File: config.mk
export PLATFORM = sky130hd
export DESIGN_NAME = paem_phy_regs
export DESIGN_NICKNAME = d
export VERILOG_FILES = /design/src/paem_phy_regs.v
export VERILOG_INCLUDE_DIRS = /design/src /design/src/include
export SDC_FILE = /design/constraint.sdc
export NUM_CORES = 1
export LEC_CHECK = 0
export BUFFER_PORTS_ARGS = -buffer_cell sky130_fd_sc_hd__clkbuf_2
export CAP_MARGIN = 15
export CORE_AREA = 2 2 103 145
export DETAILED_ROUTE_END_ITERATION = 8
export DIE_AREA = 0 0 105 147
export PLACE_DENSITY = 0.73
export SLEW_MARGIN = 40
export SYNTH_ARGS = -nofsm -noshare
export SYNTH_HDL_FRONTEND = slang
export SYNTH_SLANG_ARGS = --single-unit
File: constraint.sdc
create_clock -name CLK_SYS_I -period 6.7 [get_ports CLK_SYS_I]
set_clock_uncertainty 0.1 [all_clocks]
set_input_delay 1.34 -clock CLK_SYS_I [delete_from_list [all_inputs] [get_ports CLK_SYS_I]]
set_output_delay 1.34 -clock CLK_SYS_I [all_outputs]
set_load 0.01 [all_outputs]
File: src/include/paem_regs.vh
// register map, field positions, reset values and timing for the mode register bank
`ifndef PAEM_REGS_VH
`define PAEM_REGS_VH

// ---------------------------------------------------------------
// register indexes on the management interface
// ---------------------------------------------------------------
`define PAEM_IDX_AUTONEG_EXPANSION_STATUS    5'h06
`define PAEM_IDX_SLEEP_XOVER_CFG 5'h10
`define PAEM_IDX_ENERGY_MODE     5'h11
`define PAEM_IDX_OPMODE_ADDR     5'h12

// ---------------------------------------------------------------
// field positions
// ---------------------------------------------------------------
`define PAEM_EXP_PD_FAULT        4
`define PAEM_EXP_LP_NP_ABLE      3
`define PAEM_EXP_NP_ABLE         2
`define PAEM_EXP_PAGE_RX         1
`define PAEM_EXP_LP_AN_ABLE      0
`define PAEM_CFG_TX_NLP_EN       15
`define PAEM_CFG_TX_IVAL_HI      14
`define PAEM_CFG_TX_IVAL_LO      13
`define PAEM_CFG_RX_SINGLE_WAKE  12
`define PAEM_CFG_RX_IVAL_HI      11
`define PAEM_CFG_RX_IVAL_LO      10
`define PAEM_CFG_XOVER_EXT       0
`define PAEM_MCS_SLEEP_EN        13
`define PAEM_MCS_ENERGY          1
`define PAEM_MCS_SPARE           0
`define PAEM_OPM_MODE_HI         7
`define PAEM_OPM_MODE_LO         5
`define PAEM_OPM_ADDR_HI         4
`define PAEM_OPM_ADDR_LO         0

// ---------------------------------------------------------------
// reset values
// ---------------------------------------------------------------
`define PAEM_RST_MODE            3'h7
`define PAEM_RST_ADDR            5'h01
`define PAEM_RST_ENERGY          1'b1
`define PAEM_RST_TX_IVAL         2'h0
`define PAEM_RST_RX_IVAL         2'h0

// ---------------------------------------------------------------
// frame fields of the serial management interface
// ---------------------------------------------------------------
`define PAEM_PREAMBLE_BITS       6'h20
`define PAEM_OP_READ             2'h2
`define PAEM_OP_WRITE            2'h1

// ---------------------------------------------------------------
// mode codes
// ---------------------------------------------------------------
`define PAEM_MODE_10_HD          3'h0
`define PAEM_MODE_10_FD          3'h1
`define PAEM_MODE_100_HD         3'h2
`define PAEM_MODE_100_FD         3'h3
`define PAEM_MODE_AN_100_HD      3'h4
`define PAEM_MODE_REPEATER       3'h5
`define PAEM_MODE_ALL_CAPABLE    3'h7
`define PAEM_ADV_100_HD          4'h4
`define PAEM_ADV_ALL             4'hF

// ---------------------------------------------------------------
// timing: figures in ms, clock period in ns, derived cycles per ms
// ---------------------------------------------------------------
`define PAEM_CLK_PERIOD_NS       20
`define PAEM_MS_CYCLES           (1000000 / `PAEM_CLK_PERIOD_NS)
`define PAEM_TX_IVAL_0_MS        10'd1000
`define PAEM_TX_IVAL_1_MS        10'd768
`define PAEM_TX_IVAL_2_MS        10'd512
`define PAEM_TX_IVAL_3_MS        10'd256
`define PAEM_RX_IVAL_0_MS        10'd64
`define PAEM_RX_IVAL_1_MS        10'd256
`define PAEM_RX_IVAL_2_MS        10'd512
`define PAEM_RX_IVAL_3_MS        10'd1000
`define PAEM_ENERGY_TIMEOUT_MS   9'd256
`define PAEM_XOVER_EXT_MS        11'd1984

`endif

File: src/paem_phy_regs.v
// auto-negotiation expansion, energy-detect sleep and operating-mode registers
`timescale 1ns/1ps
`include "paem_regs.vh"

module paem_phy_regs #(
	parameter MS_CYCLES = `PAEM_MS_CYCLES
) (
	input  wire        CLK_SYS_I,
	input  wire        RST_I,
	input  wire        SOFT_RST_I,
	input  wire        MDC_I,
	input  wire        MDIO_I,
	output reg         MDIO_O,
	output reg         MDIO_OE_O,
	input  wire        PD_FAULT_I,
	input  wire        PAGE_RX_I,
	input  wire        LP_NP_ABLE_I,
	input  wire        LP_AN_ABLE_I,
	input  wire        ENERGY_DET_I,
	input  wire        NLP_RX_I,
	input  wire        MDIX_EN_I,
	output reg         NLP_TX_O,
	output reg         WAKE_O,
	output reg         SLEEP_O,
	output reg  [10:0] XOVER_EXT_MS_O,
	output reg         AN_EN_O,
	output reg         SPEED_100_O,
	output reg         FULL_DUPLEX_O,
	output reg         REPEATER_O,
	output reg         CRS_ON_TX_O,
	output reg  [3:0]  ADV_ABILITY_O,
	output reg  [2:0]  MODE_O,
	output reg  [4:0]  PHY_ADDR_O
);

	// ---------------------------------------------------------------
	// declarations
	// ---------------------------------------------------------------
	localparam [3:0]  S_PRE  = 4'h1;              // hunting preamble
	localparam [3:0]  S_HDR  = 4'h2;              // start, opcode, addresses
	localparam [3:0]  S_TA   = 4'h4;              // turnaround
	localparam [3:0]  S_DATA = 4'h8;              // sixteen data bits
	localparam [15:0] MS_LAST = MS_CYCLES[15:0] - 16'h0001; // last cycle of a ms

	reg  [2:0]  mdc_s;                            // pin synchroniser
	reg  [2:0]  mdio_s;                           // pin synchroniser
	reg         mdc_f;                            // filtered clock level
	reg         mdio_f;                           // filtered data level
	reg  [3:0]  state;                            // frame state
	reg  [5:0]  pre_cnt;                          // consecutive ones
	reg  [3:0]  bit_cnt;                          // bit within field
	reg  [11:0] hdr;                              // header shift
	reg         is_rd;                            // frame is a read
	reg  [4:0]  reg_idx;                          // addressed register
	reg  [15:0] rd_sh;                            // read shift
	reg  [15:0] wr_sh;                            // write shift
	reg         wr_stb;                           // write commit pulse
	reg  [15:0] wr_data;                          // word to commit
	reg  [15:0] rd_word;                          // read mux
	reg         pd_fault;                         // latched fault
	reg         page_rx;                          // latched page
	reg         tx_nlp_en;                        // transmit pulse enable
	reg  [1:0]  tx_ival;                          // transmit interval code
	reg         rx_single;                        // single pulse wake
	reg  [1:0]  rx_ival;                          // receive window code
	reg         xover_ext;                        // crossover extension
	reg         sleep_en;                         // sleep enable
	reg         spare_bit;                        // writable spare bit
	reg         energy;                           // line energy present
	reg  [2:0]  mode;                             // operating mode
	reg  [4:0]  addr;                             // management address
	reg  [15:0] ms_cnt;                           // ms divider
	reg         ms_tick;                          // one pulse per ms
	reg  [8:0]  en_cnt;                           // ms without energy
	reg  [9:0]  tx_cnt;                           // ms since last pulse
	reg  [9:0]  rx_gap;                           // ms since first pulse
	reg         rx_seen;                          // first pulse held
	reg  [9:0]  tx_lim;                           // transmit interval ms
	reg  [9:0]  rx_lim;                           // receive window ms

	wire mdc_n   = (mdc_s[1] == mdc_s[2]) ? mdc_s[2] : mdc_f;
	wire mdio_n  = (mdio_s[1] == mdio_s[2]) ? mdio_s[2] : mdio_f;
	wire rise    = mdc_n & ~mdc_f;                // accepted clock rise
	wire [12:0] hfull  = {hdr, mdio_n};           // complete header
	wire hdr_end = rise & state[1] & (bit_cnt == 4'hC);
	wire hit     = hfull[12] & (hfull[9:5] == addr);
	wire rd_go   = hdr_end & hit & (hfull[11:10] == `PAEM_OP_READ);
	wire wr_go   = hdr_end & hit & (hfull[11:10] == `PAEM_OP_WRITE);
	wire rd_clr  = rd_go & (hfull[4:0] == `PAEM_IDX_AUTONEG_EXPANSION_STATUS);
	wire sleep   = sleep_en & ~energy;

	// ---------------------------------------------------------------
	// pin synchronisers
	// ---------------------------------------------------------------
	// three stages; a level counts once stages two and three agree
	always @(posedge CLK_SYS_I) begin
		if (RST_I) begin
			mdc_s  <= 3'h0;
			mdio_s <= 3'h7;
			mdc_f  <= 1'b0;
			mdio_f <= 1'b1;
		end else begin
			mdc_s  <= {mdc_s[1:0], MDC_I};
			mdio_s <= {mdio_s[1:0], MDIO_I};
			mdc_f  <= mdc_n;
			mdio_f <= mdio_n;
		end
	end

	// ---------------------------------------------------------------
	// read mux
	// ---------------------------------------------------------------
	always @* begin
		rd_word = 16'h0000;
		case (hfull[4:0])
			`PAEM_IDX_AUTONEG_EXPANSION_STATUS: begin
				rd_word[`PAEM_EXP_PD_FAULT]   = pd_fault;
				rd_word[`PAEM_EXP_LP_NP_ABLE] = LP_NP_ABLE_I;
				rd_word[`PAEM_EXP_NP_ABLE]    = 1'b0;
				rd_word[`PAEM_EXP_PAGE_RX]    = page_rx;
				rd_word[`PAEM_EXP_LP_AN_ABLE] = LP_AN_ABLE_I;
			end
			`PAEM_IDX_SLEEP_XOVER_CFG: begin
				rd_word[15:10] = {tx_nlp_en, tx_ival, rx_single, rx_ival};
				rd_word[`PAEM_CFG_XOVER_EXT] = xover_ext;
			end
			`PAEM_IDX_ENERGY_MODE: begin
				rd_word[`PAEM_MCS_SLEEP_EN] = sleep_en;
				rd_word[`PAEM_MCS_ENERGY]   = energy;
				rd_word[`PAEM_MCS_SPARE]    = spare_bit;
			end
			`PAEM_IDX_OPMODE_ADDR: begin
				rd_word[7:0] = {mode, addr};
			end
			default: begin
				rd_word = 16'h0000;                // unmapped reads zero
			end
		endcase
	end

	// ---------------------------------------------------------------
	// management frame engine
	// ---------------------------------------------------------------
	// outputs change just after an accepted clock rise
	always @(posedge CLK_SYS_I) begin
		if (RST_I) begin
			state     <= S_PRE;
			pre_cnt   <= 6'h00;
			bit_cnt   <= 4'h0;
			hdr       <= 12'h000;
			is_rd     <= 1'b0;
			reg_idx   <= 5'h00;
			rd_sh     <= 16'h0000;
			wr_sh     <= 16'h0000;
			wr_stb    <= 1'b0;
			wr_data   <= 16'h0000;
			MDIO_O    <= 1'b0;
			MDIO_OE_O <= 1'b0;
		end else begin
			wr_stb <= 1'b0;
			if (rise) begin
				case (state)
					S_PRE: begin
						// count ones, a zero after 32 starts a frame
						if (mdio_n) begin
							if (pre_cnt != `PAEM_PREAMBLE_BITS) begin
								pre_cnt <= pre_cnt + 6'h01;
							end
						end else if (pre_cnt == `PAEM_PREAMBLE_BITS) begin
							state   <= S_HDR;
							bit_cnt <= 4'h0;
							pre_cnt <= 6'h00;
						end else begin
							pre_cnt <= 6'h00;
						end
					end
					S_HDR: begin
						hdr     <= hfull[11:0];
						bit_cnt <= bit_cnt + 4'h1;
						if (hdr_end) begin
							bit_cnt <= 4'h0;
							reg_idx <= hfull[4:0];
							is_rd   <= rd_go;
							rd_sh   <= rd_word;
							if (rd_go | wr_go) begin
								state <= S_TA;
							end else begin
								state <= S_PRE;
							end
						end
					end
					S_TA: begin
						bit_cnt <= 4'h0;
						if (bit_cnt == 4'h0) begin
							bit_cnt <= 4'h1;
							if (is_rd) begin
								MDIO_O    <= 1'b0;     // second turnaround bit
								MDIO_OE_O <= 1'b1;
							end
						end else begin
							state <= S_DATA;
							if (is_rd) begin
								MDIO_O <= rd_sh[15];
								rd_sh  <= {rd_sh[14:0], 1'b0};
							end
						end
					end
					S_DATA: begin
						bit_cnt <= bit_cnt + 4'h1;
						if (is_rd) begin
							MDIO_O <= rd_sh[15];
							rd_sh  <= {rd_sh[14:0], 1'b0};
						end else begin
							wr_sh <= {wr_sh[14:0], mdio_n};
						end
						if (bit_cnt == 4'hF) begin
							state     <= S_PRE;
							MDIO_OE_O <= 1'b0;        // release the line
							MDIO_O    <= 1'b0;
							wr_stb    <= ~is_rd;
							wr_data   <= {wr_sh[14:0], mdio_n};
						end
					end
					default: begin
						state     <= S_PRE;
						MDIO_OE_O <= 1'b0;
					end
				endcase
			end
		end
	end

	// ---------------------------------------------------------------
	// registers cleared by soft reset
	// ---------------------------------------------------------------
	always @(posedge CLK_SYS_I) begin
		if (RST_I | SOFT_RST_I) begin
			pd_fault  <= 1'b0;
			page_rx   <= 1'b0;
			tx_nlp_en <= 1'b0;
			tx_ival   <= `PAEM_RST_TX_IVAL;
			rx_single <= 1'b0;
			rx_ival   <= `PAEM_RST_RX_IVAL;
			xover_ext <= 1'b0;
			sleep_en  <= 1'b0;
			spare_bit <= 1'b0;
		end else begin
			// read clears, a new event wins
			pd_fault <= PD_FAULT_I | (pd_fault & ~rd_clr);
			page_rx  <= PAGE_RX_I | (page_rx & ~rd_clr);
			if (wr_stb && reg_idx == `PAEM_IDX_SLEEP_XOVER_CFG) begin
				tx_nlp_en <= wr_data[`PAEM_CFG_TX_NLP_EN];
				tx_ival   <= wr_data[`PAEM_CFG_TX_IVAL_HI:`PAEM_CFG_TX_IVAL_LO];
				rx_single <= wr_data[`PAEM_CFG_RX_SINGLE_WAKE];
				rx_ival   <= wr_data[`PAEM_CFG_RX_IVAL_HI:`PAEM_CFG_RX_IVAL_LO];
				xover_ext <= wr_data[`PAEM_CFG_XOVER_EXT];
			end
			if (wr_stb && reg_idx == `PAEM_IDX_ENERGY_MODE) begin
				sleep_en  <= wr_data[`PAEM_MCS_SLEEP_EN];
				spare_bit <= wr_data[`PAEM_MCS_SPARE];
			end
		end
	end

	// ---------------------------------------------------------------
	// fields kept over soft reset
	// ---------------------------------------------------------------
	// hard reset only
	always @(posedge CLK_SYS_I) begin
		if (RST_I) begin
			mode <= `PAEM_RST_MODE;
			addr <= `PAEM_RST_ADDR;
		end else if (wr_stb && reg_idx == `PAEM_IDX_OPMODE_ADDR) begin
			mode <= wr_data[`PAEM_OPM_MODE_HI:`PAEM_OPM_MODE_LO];
			addr <= wr_data[`PAEM_OPM_ADDR_HI:`PAEM_OPM_ADDR_LO];
		end
	end

	// ---------------------------------------------------------------
	// millisecond divider and energy timeout
	// ---------------------------------------------------------------
	always @(posedge CLK_SYS_I) begin
		if (RST_I) begin
			ms_cnt  <= 16'h0000;
			ms_tick <= 1'b0;
			energy  <= `PAEM_RST_ENERGY;
			en_cnt  <= 9'h000;
		end else begin
			ms_tick <= (ms_cnt == MS_LAST);
			ms_cnt  <= (ms_cnt == MS_LAST) ? 16'h0000 : ms_cnt + 16'h0001;
			if (ENERGY_DET_I) begin
				energy <= 1'b1;
				en_cnt <= 9'h000;
			end else if (ms_tick && energy) begin
				if (en_cnt == `PAEM_ENERGY_TIMEOUT_MS - 9'd1) begin
					energy <= 1'b0;
					en_cnt <= 9'h000;
				end else begin
					en_cnt <= en_cnt + 9'h001;
				end
			end
		end
	end

	// ---------------------------------------------------------------
	// interval decode
	// ---------------------------------------------------------------
	always @* begin
		case (tx_ival)
			2'h0:    tx_lim = `PAEM_TX_IVAL_0_MS;
			2'h1:    tx_lim = `PAEM_TX_IVAL_1_MS;
			2'h2:    tx_lim = `PAEM_TX_IVAL_2_MS;
			default: tx_lim = `PAEM_TX_IVAL_3_MS;
		endcase
		case (rx_ival)
			2'h0:    rx_lim = `PAEM_RX_IVAL_0_MS;
			2'h1:    rx_lim = `PAEM_RX_IVAL_1_MS;
			2'h2:    rx_lim = `PAEM_RX_IVAL_2_MS;
			default: rx_lim = `PAEM_RX_IVAL_3_MS;
		endcase
	end

	// ---------------------------------------------------------------
	// sleep pulses and wake detection
	// ---------------------------------------------------------------
	always @(posedge CLK_SYS_I) begin
		if (RST_I) begin
			tx_cnt   <= 10'h000;
			rx_gap   <= 10'h000;
			rx_seen  <= 1'b0;
			NLP_TX_O <= 1'b0;
			WAKE_O   <= 1'b0;
			SLEEP_O  <= 1'b0;
		end else begin
			NLP_TX_O <= 1'b0;
			WAKE_O   <= 1'b0;
			SLEEP_O  <= sleep;
			// single pulses while sleeping and enabled
			if (sleep && tx_nlp_en) begin
				if (ms_tick) begin
					if (tx_cnt == tx_lim - 10'd1) begin
						tx_cnt   <= 10'h000;
						NLP_TX_O <= 1'b1;
					end else begin
						tx_cnt <= tx_cnt + 10'h001;
					end
				end
			end else begin
				tx_cnt <= 10'h000;
			end
			if (!sleep) begin
				rx_seen <= 1'b0;
				rx_gap  <= 10'h000;
			end else if (NLP_RX_I) begin
				if (rx_single) begin
					WAKE_O <= 1'b1;
				end else if (rx_seen && rx_gap <= rx_lim) begin
					WAKE_O  <= 1'b1;
					rx_seen <= 1'b0;
				end else begin
					rx_seen <= 1'b1;
					rx_gap  <= 10'h000;
				end
			end else if (ms_tick && rx_seen) begin
				if (rx_gap >= rx_lim) begin
					rx_seen <= 1'b0;                  // window expired
				end else begin
					rx_gap <= rx_gap + 10'h001;
				end
			end
		end
	end

	// ---------------------------------------------------------------
	// mode decode and crossover extension
	// ---------------------------------------------------------------
	always @(posedge CLK_SYS_I) begin
		if (RST_I) begin
			AN_EN_O        <= 1'b1;
			SPEED_100_O    <= 1'b1;
			FULL_DUPLEX_O  <= 1'b1;
			REPEATER_O     <= 1'b0;
			CRS_ON_TX_O    <= 1'b0;
			ADV_ABILITY_O  <= `PAEM_ADV_ALL;
			MODE_O         <= `PAEM_RST_MODE;
			PHY_ADDR_O     <= `PAEM_RST_ADDR;
			XOVER_EXT_MS_O <= 11'h000;
		end else begin
			MODE_O     <= mode;
			PHY_ADDR_O <= addr;
			REPEATER_O <= 1'b0;
			case (mode)
				`PAEM_MODE_10_HD, `PAEM_MODE_10_FD: begin
					AN_EN_O       <= 1'b0;
					SPEED_100_O   <= 1'b0;
					FULL_DUPLEX_O <= mode[0];
					CRS_ON_TX_O   <= ~mode[0];
					ADV_ABILITY_O <= 4'h0;
				end
				`PAEM_MODE_100_HD, `PAEM_MODE_100_FD: begin
					AN_EN_O       <= 1'b0;
					SPEED_100_O   <= 1'b1;
					FULL_DUPLEX_O <= mode[0];
					CRS_ON_TX_O   <= ~mode[0];
					ADV_ABILITY_O <= 4'h0;
				end
				`PAEM_MODE_AN_100_HD: begin
					AN_EN_O       <= 1'b1;
					SPEED_100_O   <= 1'b1;
					FULL_DUPLEX_O <= 1'b0;
					CRS_ON_TX_O   <= 1'b1;
					ADV_ABILITY_O <= `PAEM_ADV_100_HD;
				end
				`PAEM_MODE_REPEATER: begin
					AN_EN_O       <= 1'b1;
					SPEED_100_O   <= 1'b1;
					FULL_DUPLEX_O <= 1'b0;
					CRS_ON_TX_O   <= 1'b0;
					REPEATER_O    <= 1'b1;
					ADV_ABILITY_O <= `PAEM_ADV_100_HD;
				end
				// all capable; reserved code acts alike
				default: begin
					AN_EN_O       <= 1'b1;
					SPEED_100_O   <= 1'b1;
					FULL_DUPLEX_O <= 1'b1;
					CRS_ON_TX_O   <= 1'b0;
					ADV_ABILITY_O <= `PAEM_ADV_ALL;
				end
			endcase
			if (MDIX_EN_I && xover_ext && !mode[2]) begin
				XOVER_EXT_MS_O <= `PAEM_XOVER_EXT_MS;
			end else begin
				XOVER_EXT_MS_O <= 11'h000;
			end
		end
	end

endmodule

=== Word-level counts from Yosys, hierarchy flattened ===
Index checks and enable logic that the tools add are counted.

* Register bits: 188
* Bits of input ports: 12

* Mux-type cells: 60
* $lt $le $gt $ge: 2
* Reduce and logical (&&, ||, !) cells: 43
* Add/sub/neg operators: 7
* Bitwise operators: 28
* Eq/ne operators: 44

{| class="wikitable"
|+ Operators by type and width
! cell !! number
|-
| $mux 10 || 6
|-
| $pmux 10 s3 || 2
|-
| $mux 16 || 3
|-
| $pmux 16 s3 || 1
|-
| $mux 4 || 8
|-
| $pmux 4 s4 || 2
|-
| $eq 5x5->1 const B || 6
|-
| $mux 1 || 21
|-
| $add 10x1->10 const B || 2
|-
| $ne 2x2->1 const B || 10
|-
| $reduce_and 3->1 || 6
|-
| $add 16x1->16 const B || 1
|-
| $eq 16x16->1 const B || 1
|-
| $reduce_or 2->1 || 7
|-
| $not 1->1 || 13
|-
| $eq 4x4->1 const B || 3
|-
| $mux 6 || 2
|-
| $reduce_and 4->1 || 3
|-
| $and 1x1->1 || 11
|-
| $mux 11 || 1
|-
| $eq 10x10->1 || 1
|-
| $ge 10x10->1 || 1
|-
| $le 10x10->1 || 1
|-
| $sub 10x1->10 const B || 1
|-
| 41 further kinds || 71
|}

=== Longest topological paths before layout ===
Gate-level depths: netlist of the first run.

* Depth in word-level cells: 11
* Gate-level depth with buffers: 9
* Gate-level depth less buffers: 9

=== Worst setup path before layout of the first run ===
OpenSTA, ideal clock, no wires.

* Kind: input -> register
* From: input port NLP_RX_I
* To: register rx_gap[6]
* Cell stages on the path: 5
* Arrival: 2.600 ns
* Path buffers: 0
* Slack: 3.923 ns
* Library setup time: 0.077 ns
* Cells stage by stage: nand3b_1 > a311oi_2 > o21ai_1 > or4_1 > a21oi_1

* Word-level cells in the longest chain between the ends: 2

{| class="wikitable"
|+ RTL lines
! what !! RTL line !! RTL
|-
| from (decl) || paem_phy_regs.v:20 || <nowiki>input wire NLP_RX_I,</nowiki>
|-
| $ne 2x2->1 (no line) / $reduce_bool 2->1 (equally long branches) || -- ||
|-
| $reduce_and 4->1 (no line) || -- ||
|-
| to (signal assigned) || paem_phy_regs.v:368 || <nowiki>rx_gap <= rx_gap + 10'h001;</nowiki>
|-
| to (decl) || paem_phy_regs.v:76 || <nowiki>reg [9:0] rx_gap;</nowiki>
|}

Parallel ways exist; a longest one is shown, timed or not.
A chain may end at the register's enable or synchronous reset.

=== Worst setup path after layout of the first run ===
* From: input port RST_I
* To: register rx_gap[0]

* Word-level cells in the longest chain between the ends: 1

{| class="wikitable"
|+ RTL lines
! what !! RTL line !! RTL
|-
| from (decl) || paem_phy_regs.v:9 || <nowiki>input wire RST_I,</nowiki>
|-
| $reduce_or 2->1 (no line) || -- ||
|}

No other way between the ends.

==> results.cfg, run 1 <==
[clock_tree]
root_buffer = clkbuf_16
ctsHoldBuffers = 0
cts_sinks = 174
cts_max_path_buffers = 2
cts.reportedPaths.clkPinSlew_ns = 0.06
cts_resized = 0
htreeDepth = 4
cts_tree = built
postCtsSetupBuffers = 0
clk_latency_ns = 0.42
numCtsBuffers = 17

[synthesis]
yosys.area.top_type_share_pct = 45.8
synth_cell_type_count = 68
synth_area_sq_um = 7600
syn_avg_cell_area_sq_um = 8.58
async_reset_ff_share_pct = 0
synth_enable_flop_cells = 0
seq_area_frac_synth_pct = 45.8
synth_area_leader_cell = dfxtp_1
synth.area.top_cells = dfxtp_1 46%, nand2_1 6.9%, nor2_1 4.8%
ys_seq_elements = 174
yosys_warnings = 0
synth_ff_type = dfxtp_1
syn-instance-count = 885

[detailed_routing]
avgRoutedWirePerCell_um = 13.9
drt-initial-drc-count = 310
wl_um = 15300
drtAntennaViolNets = 0
drt_first_pass_iters = 4
num_vias = 5993
drt-vias-per-instance = 5.46
route.detailed.drc = 0

[grt]
grt_pass1_wl_um = 26100
grt.overflow.total = 0
grt_pass1_vias = 5651
grt_start_max_net_pins = 52
grt_use_total_pct = 20.6
antenna_found_initial = 0

[sta]
worst_pin_slew_ns = 0.760
worst_slack_ns = 3.52
finalHoldViolCount = 0
slew_violations = 0
finalSetupTns_ns = 0
slew-limit-headroom_pct = 49.3
fmax_ghz = 0.315
rsz0062_at_grt = false
min_period_ns = 3.18
holdWs_ns = 0.315
setup_viol = 0
layout_worst_path_cycle_share_pct = 47.4

[cells_and_area]
post_route_cells_drive_above_1_share_pct = 9.79
nNetsFinal = 926
synthToLayoutAreaGrowth_pct = 10.9
utilization_pct = 59.4
diodes = 0

[setup_path]
startpoint = RST_I
required_ns = 6.95
reg2reg_from = rx_ival[1]
critPathCaptureType = flip-flop
critPathLaunchType = primary input
r2r_cells = 8
cp.arrival_ns = 3.42
crit_type = in2reg
path_max_fanout = 51

[floorplan]
core_area_sq_um = 14200
fp.dieW_um = 105
start_util_pct = 53.6
die-area_sq_um = 15400
rows = 52
ios = 45
die_h_um = 147

[power]
power_leakage_nw = 3.08
p_per_area_nw_per_um2 = 246
ir_worst_vdd_uv = 141

[run_status]
status = complete, no violations

[placed_design]
globalplace.congestion = 0.785
dp_worst_setup_slack_ns = 3.13
post-dp-hpwl_um = 10600
io_buffers = 38

[hold_path]
min_path_cells = 1
hp-start = mdio_s[0]
hp-class = reg2reg

[job]
cap_violations = 0
cells in the final DEF (no fill, tap or decap), types with 4 or more instances in the layout:
cell and n:
mux2i_1 23, o22ai_1 5, a21oi_1 68, and3_1 11
nand4_1 21, nor3_1 13, o21ai_1 5, dfxtp_1 174
xor2_1 22, clkbuf_16 17, nor2_1 97, a21o_1 4
clkbuf_2 37, nand3b_1 5, a22oi_1 15, buf_4 4
and2_1 4, a211oi_1 14, nand2b_1 8, nand2_1 139
conb_1 6, xnor2_1 23, nand3_1 21, nor2b_1 14
inv_1 28, nor3b_1 4, or2_2 5, o21ai_0 19
ha_1 18, or3_1 8
critical path, stage by stage:
cell,delay (ns)
buf_4,0.26
buf_4,0.35
nor3b_1,0.68
nand3_1,0.50
o22ai_1,0.27
sequential cells by signal, indices dropped and copies added (netlist names), 4 cells and up:
name and count:
reg_idx 5, hdr 12, state 4, tx_cnt 10, rd_sh 16, bit_cnt 4, rx_gap 10, addr 5
pre_cnt 6, en_cnt 9, PHY_ADDR_O 5, wr_sh 15, ms_cnt 16, wr_data 14
synthesized netlist by cell type (3+ instances only):
cell type  count
dfxtp_1      174
nand2_1      139
nor2_1        97
a21oi_1       68
clkbuf_1      28
inv_1         28
mux2i_1       23
xnor2_1       23
xor2_1        22
nand3_1       21
nand4_1       21
o21ai_0       19
ha_1          18
a211oi_1      15
a22oi_1       15
nor2b_1       14
buf_4         13
nor3_1        13
and3_1        11
buf_2         11
nand2b_1       8
or3_1          8
nand3b_1       5
o21ai_1        5
o22ai_1        5
or2_2          5
a21o_1         4
and2_1         4
nor3b_1        4
a21boi_0       3
a22o_1         3
nor4b_2        3
o211a_1        3
o31ai_1        3
or4b_1         3
area by class of cell:
class / instances / area, sq um
Clock buffer: 21 / 450
Clock inverter: 11 / 156
Fill cell: 1283 / 5760
Inverter: 28 / 105
Multi-Input combinational cell: 634 / 3780
Sequential cell: 174 / 3480
Tap cell: 189 / 236
Timing Repair Buffer: 41 / 215
report_power, final:
part           internal [mW]  total [mW]  switching (mW)
Sequential              1.04        1.04         0.00192
Clock                  0.602        1.01           0.408
Combinational        0.00700      0.0263          0.0193
worst paths after layout:
path	endpoint	slack, ns
setup / recovery	rx_gap[0]	3.52
setup reg to reg	rx_gap[0]	3.86
hold / removal	mdio_s[1]	0.31
hold reg to reg	mdio_s[1]	0.31
per-layer routing:
metal	share of wire (%)	vias up	GRT usage [%]	routed length [um]
li1	-	3057	-	-
met1	43	2820	24.0	6560
met2	52	96	36.3	7900
met3	2.9	20	4.35	447
met4	2.4	0	8.53	363
met5	0	-	0	0
cells by family after synthesis:
kind of cell	count (synthesis)	share of synthesized area, %
adder cells (fa/ha/maj)	19	3.10
other	1	0.0494
buffers and inverters	82	4.87
XOR/XNOR	45	5.19
AND/OR/NAND/NOR	376	24.1
flip-flops	174	45.8
AO/OA/AOI/OAI	165	13.8
multiplexers	23	3.03
through the flow:
step	instances	power, mW	instance area, sq um
detailed placement	1066	1.09	7810
global route	1098	2.14	8430
CTS	1098	2.10	8420
floorplan	890	1.08	7620
global placement	1066	1.09	7800
finish	1098	2.08	8430
Note: power is estimated with default switching activity, not from simulation.
==> inputs of run 2 (changes only) <==
Settings changed: ABC_AREA set to 1.
Clock period 6.7 ns to 3.3 ns, I/O delays scaled along.
==> run 2 against run 1 <==
  * Register-to-register slack got worse by 3.0 ns
  * Critical path type is now reg2reg
  * Critical endpoint is now rx_gap[5]
  * Critical path depth rose by 8
  * Synthesized cell count rose by 16%
==> results.cfg, run 2 <==
[run_status]
status = complete, no violations

[synthesis]
synth.area.top_cells = dfxtp_1 46%, nand2_1 8.2%, nor2_1 8.1%
yosys.area.top_type_share_pct = 45.5
ys_seq_elements = 174
synth_enable_flop_cells = 0
synth_common_cells = 174 x dfxtp_1, 168 x nand2_1, 165 x nor2_1, 103 x inv_1, 87 x a21oi_1
synth_ff_type = dfxtp_1
seq_area_frac_synth_pct = 45.5
syn-instance-count = 1025
async_reset_ff_share_pct = 0
synth_cell_type_count = 45
syn_avg_cell_area_sq_um = 7.47
synthMostInstantiatedCell = dfxtp_1
synth_area_leader_cell = dfxtp_1
synth_area_sq_um = 7650
yosys_warnings = 0

[floorplan]
die_h_um = 147
start_util_pct = 54.0
fp.dieW_um = 105
die-area_sq_um = 15400
rows = 52
ios = 45
core_area_sq_um = 14200

[setup_path]
path_max_fanout = 11
critPathLaunchType = flip-flop
critPathCaptureType = flip-flop
cp.arrival_ns = 2.73
required_ns = 3.55
crit_type = reg2reg

[power]
power_frac_comb_pct = 1.8
p_switching_uw = 891
p_int_mw = 3.19
seqPwrFrac_pct = 51.8
power_leakage_nw = 3.37
p_per_area_nw_per_um2 = 481
ir_worst_vdd_uv = 304
clkPwrFrac_pct = 46.4
p_sw_share_pct = 21.8
total_power_mw = 4.08

[grt]
antenna_found_initial = 0
grt.overflow.total = 0
grt_use_total_pct = 21.8
grt_pass1_vias = 6159
grt_start_max_net_pins = 55
grt_pass1_wl_um = 27600

[sta]
finalSetupTns_ns = 0
worst_pin_slew_ns = 0.645
worst_slack_ns = 0.816
slew-limit-headroom_pct = 56.9
min_period_ns = 2.48
layout_worst_path_cycle_share_pct = 75.3
setup_viol = 0
fmax_ghz = 0.403
slew_violations = 0
rsz0062_at_grt = false
finalHoldViolCount = 0

[detailed_routing]
drt_first_pass_iters = 5
wl_um = 16100
drt-vias-per-instance = 5.18
route.detailed.drc = 0
drt-initial-drc-count = 402
avgRoutedWirePerCell_um = 12.8
drtAntennaViolNets = 0
num_vias = 6490

[clock_tree]
numCtsBuffers = 17
clk_latency_ns = 0.42
cts_resized = 0
cts_tree = built
cts.reportedPaths.clkPinSlew_ns = 0.07
ctsHoldBuffers = 0
htreeDepth = 4
root_buffer = clkbuf_16
cts_sinks = 174
cts_max_path_buffers = 2
postCtsSetupBuffers = 0

[cells_and_area]
synthToLayoutAreaGrowth_pct = 10.8
diodes = 0
post_route_cells_drive_above_1_share_pct = 11.0
layout_commonest_cell = dfxtp_1
reg.largest.list = ms_cnt (16), rd_sh (16), wr_sh (15)
layout_common_cells = 174 x dfxtp_1, 168 x nand2_1, 165 x nor2_1
nNetsFinal = 1082

[job]
cap_violations = 0

[placed_design]
dp_worst_setup_slack_ns = 0.872
io_buffers = 38
post-dp-hpwl_um = 11500
globalplace.congestion = 0.866

[hold_path]
hp-class = reg2reg
==> run 2: changes by cell type after synthesis, sizes merged, moves of 22 or more <==
cell	delta
a21oi	+26
inv	+83
mux2i	-22
nand2	+35
nor2	+72
o21ai	+67
==> run 2: stage by stage <==
stage                     cells  hold WS [ns]  util, %  area, sq um
after detailed placement   1222         0.294     55.8         7920
after global routing       1254         0.322     59.8         8480
after CTS                  1254         0.304     59.8         8480
after global placement     1222         0.290     55.8         7920
after floorplan            1030         0.288        -         7670
final                      1254         0.303     59.8         8480
==> run 2: cells by family (layout without fill, tap and decap cells) <==
logic type	count (synthesis)	count (layout)	share of synthesized area [%]
flip-flops	174	174	45.5
adder cells (fa/ha/maj)	18	18	2.94
multiplexers	1	1	0.131
AND/OR/NAND/NOR	449	449	25.8
XOR/XNOR	18	18	2.06
other	1	6	0.0490
buffers and inverters	153	188	8.39
AO/OA/AOI/OAI	211	211	15.1
==> run 2: final timing paths <==
kind,start,slack (ns),endpoint,cells past startpoint
setup / recovery,rx_ival[0],0.82,rx_gap[5],13
hold / removal,mdc_s[0],0.30,mdc_s[1],2
setup reg to reg,rx_ival[0],0.82,rx_gap[5],13
hold reg to reg,mdc_s[0],0.30,mdc_s[1],2
==> run 2: worst max-delay path, stage by stage (launching register included) <==
cell and delay [ns]:
dfxtp_1 0.38, inv_1 0.09, ha_1 0.19, nor2_1 0.09, ha_1 0.24, nand2_1 0.10
inv_1 0.05, a21oi_1 0.21, nand2_1 0.08, nand2_1 0.06, nand3_1 0.29, nand3_2 0.32
nand2_1 0.08, a21oi_1 0.14
==> run 2: power by group through the flow <==
| stage | Clock [mW] | Sequential (mW) | Combinational, mW |
|---|---|---|---|
| after floorplan | 0 | 2.16 | 0.0568 |
| final | 1.89 | 2.11 | 0.0728 |
| after global routing | 2.02 | 2.11 | 0.0828 |
| after CTS | 1.92 | 2.11 | 0.0729 |
| after global placement | 0 | 2.16 | 0.0724 |
| after detailed placement | 0 | 2.16 | 0.0727 |
==> run 2: cell type report <==
| class | instances | area (sq um) |
|---|---|---|
| clock buffers | 19 | 443 |
| clock inverters | 13 | 116 |
| fillers | 1363 | 5710 |
| inverters | 113 | 424 |
| multi-input cells | 703 | 3550 |
| flip-flops and latches | 174 | 3480 |
| well taps | 189 | 236 |
| repair buffers | 43 | 228 |
==> run 2: metal layers <==
layer,vias to the layer above,track usage (%),part of all wire [%]
li1,3378,-,-
met1,2960,26.0,44
met2,114,37.5,50
met3,38,4.13,2.8
met4,0,10.7,3.5
met5,-,0,0
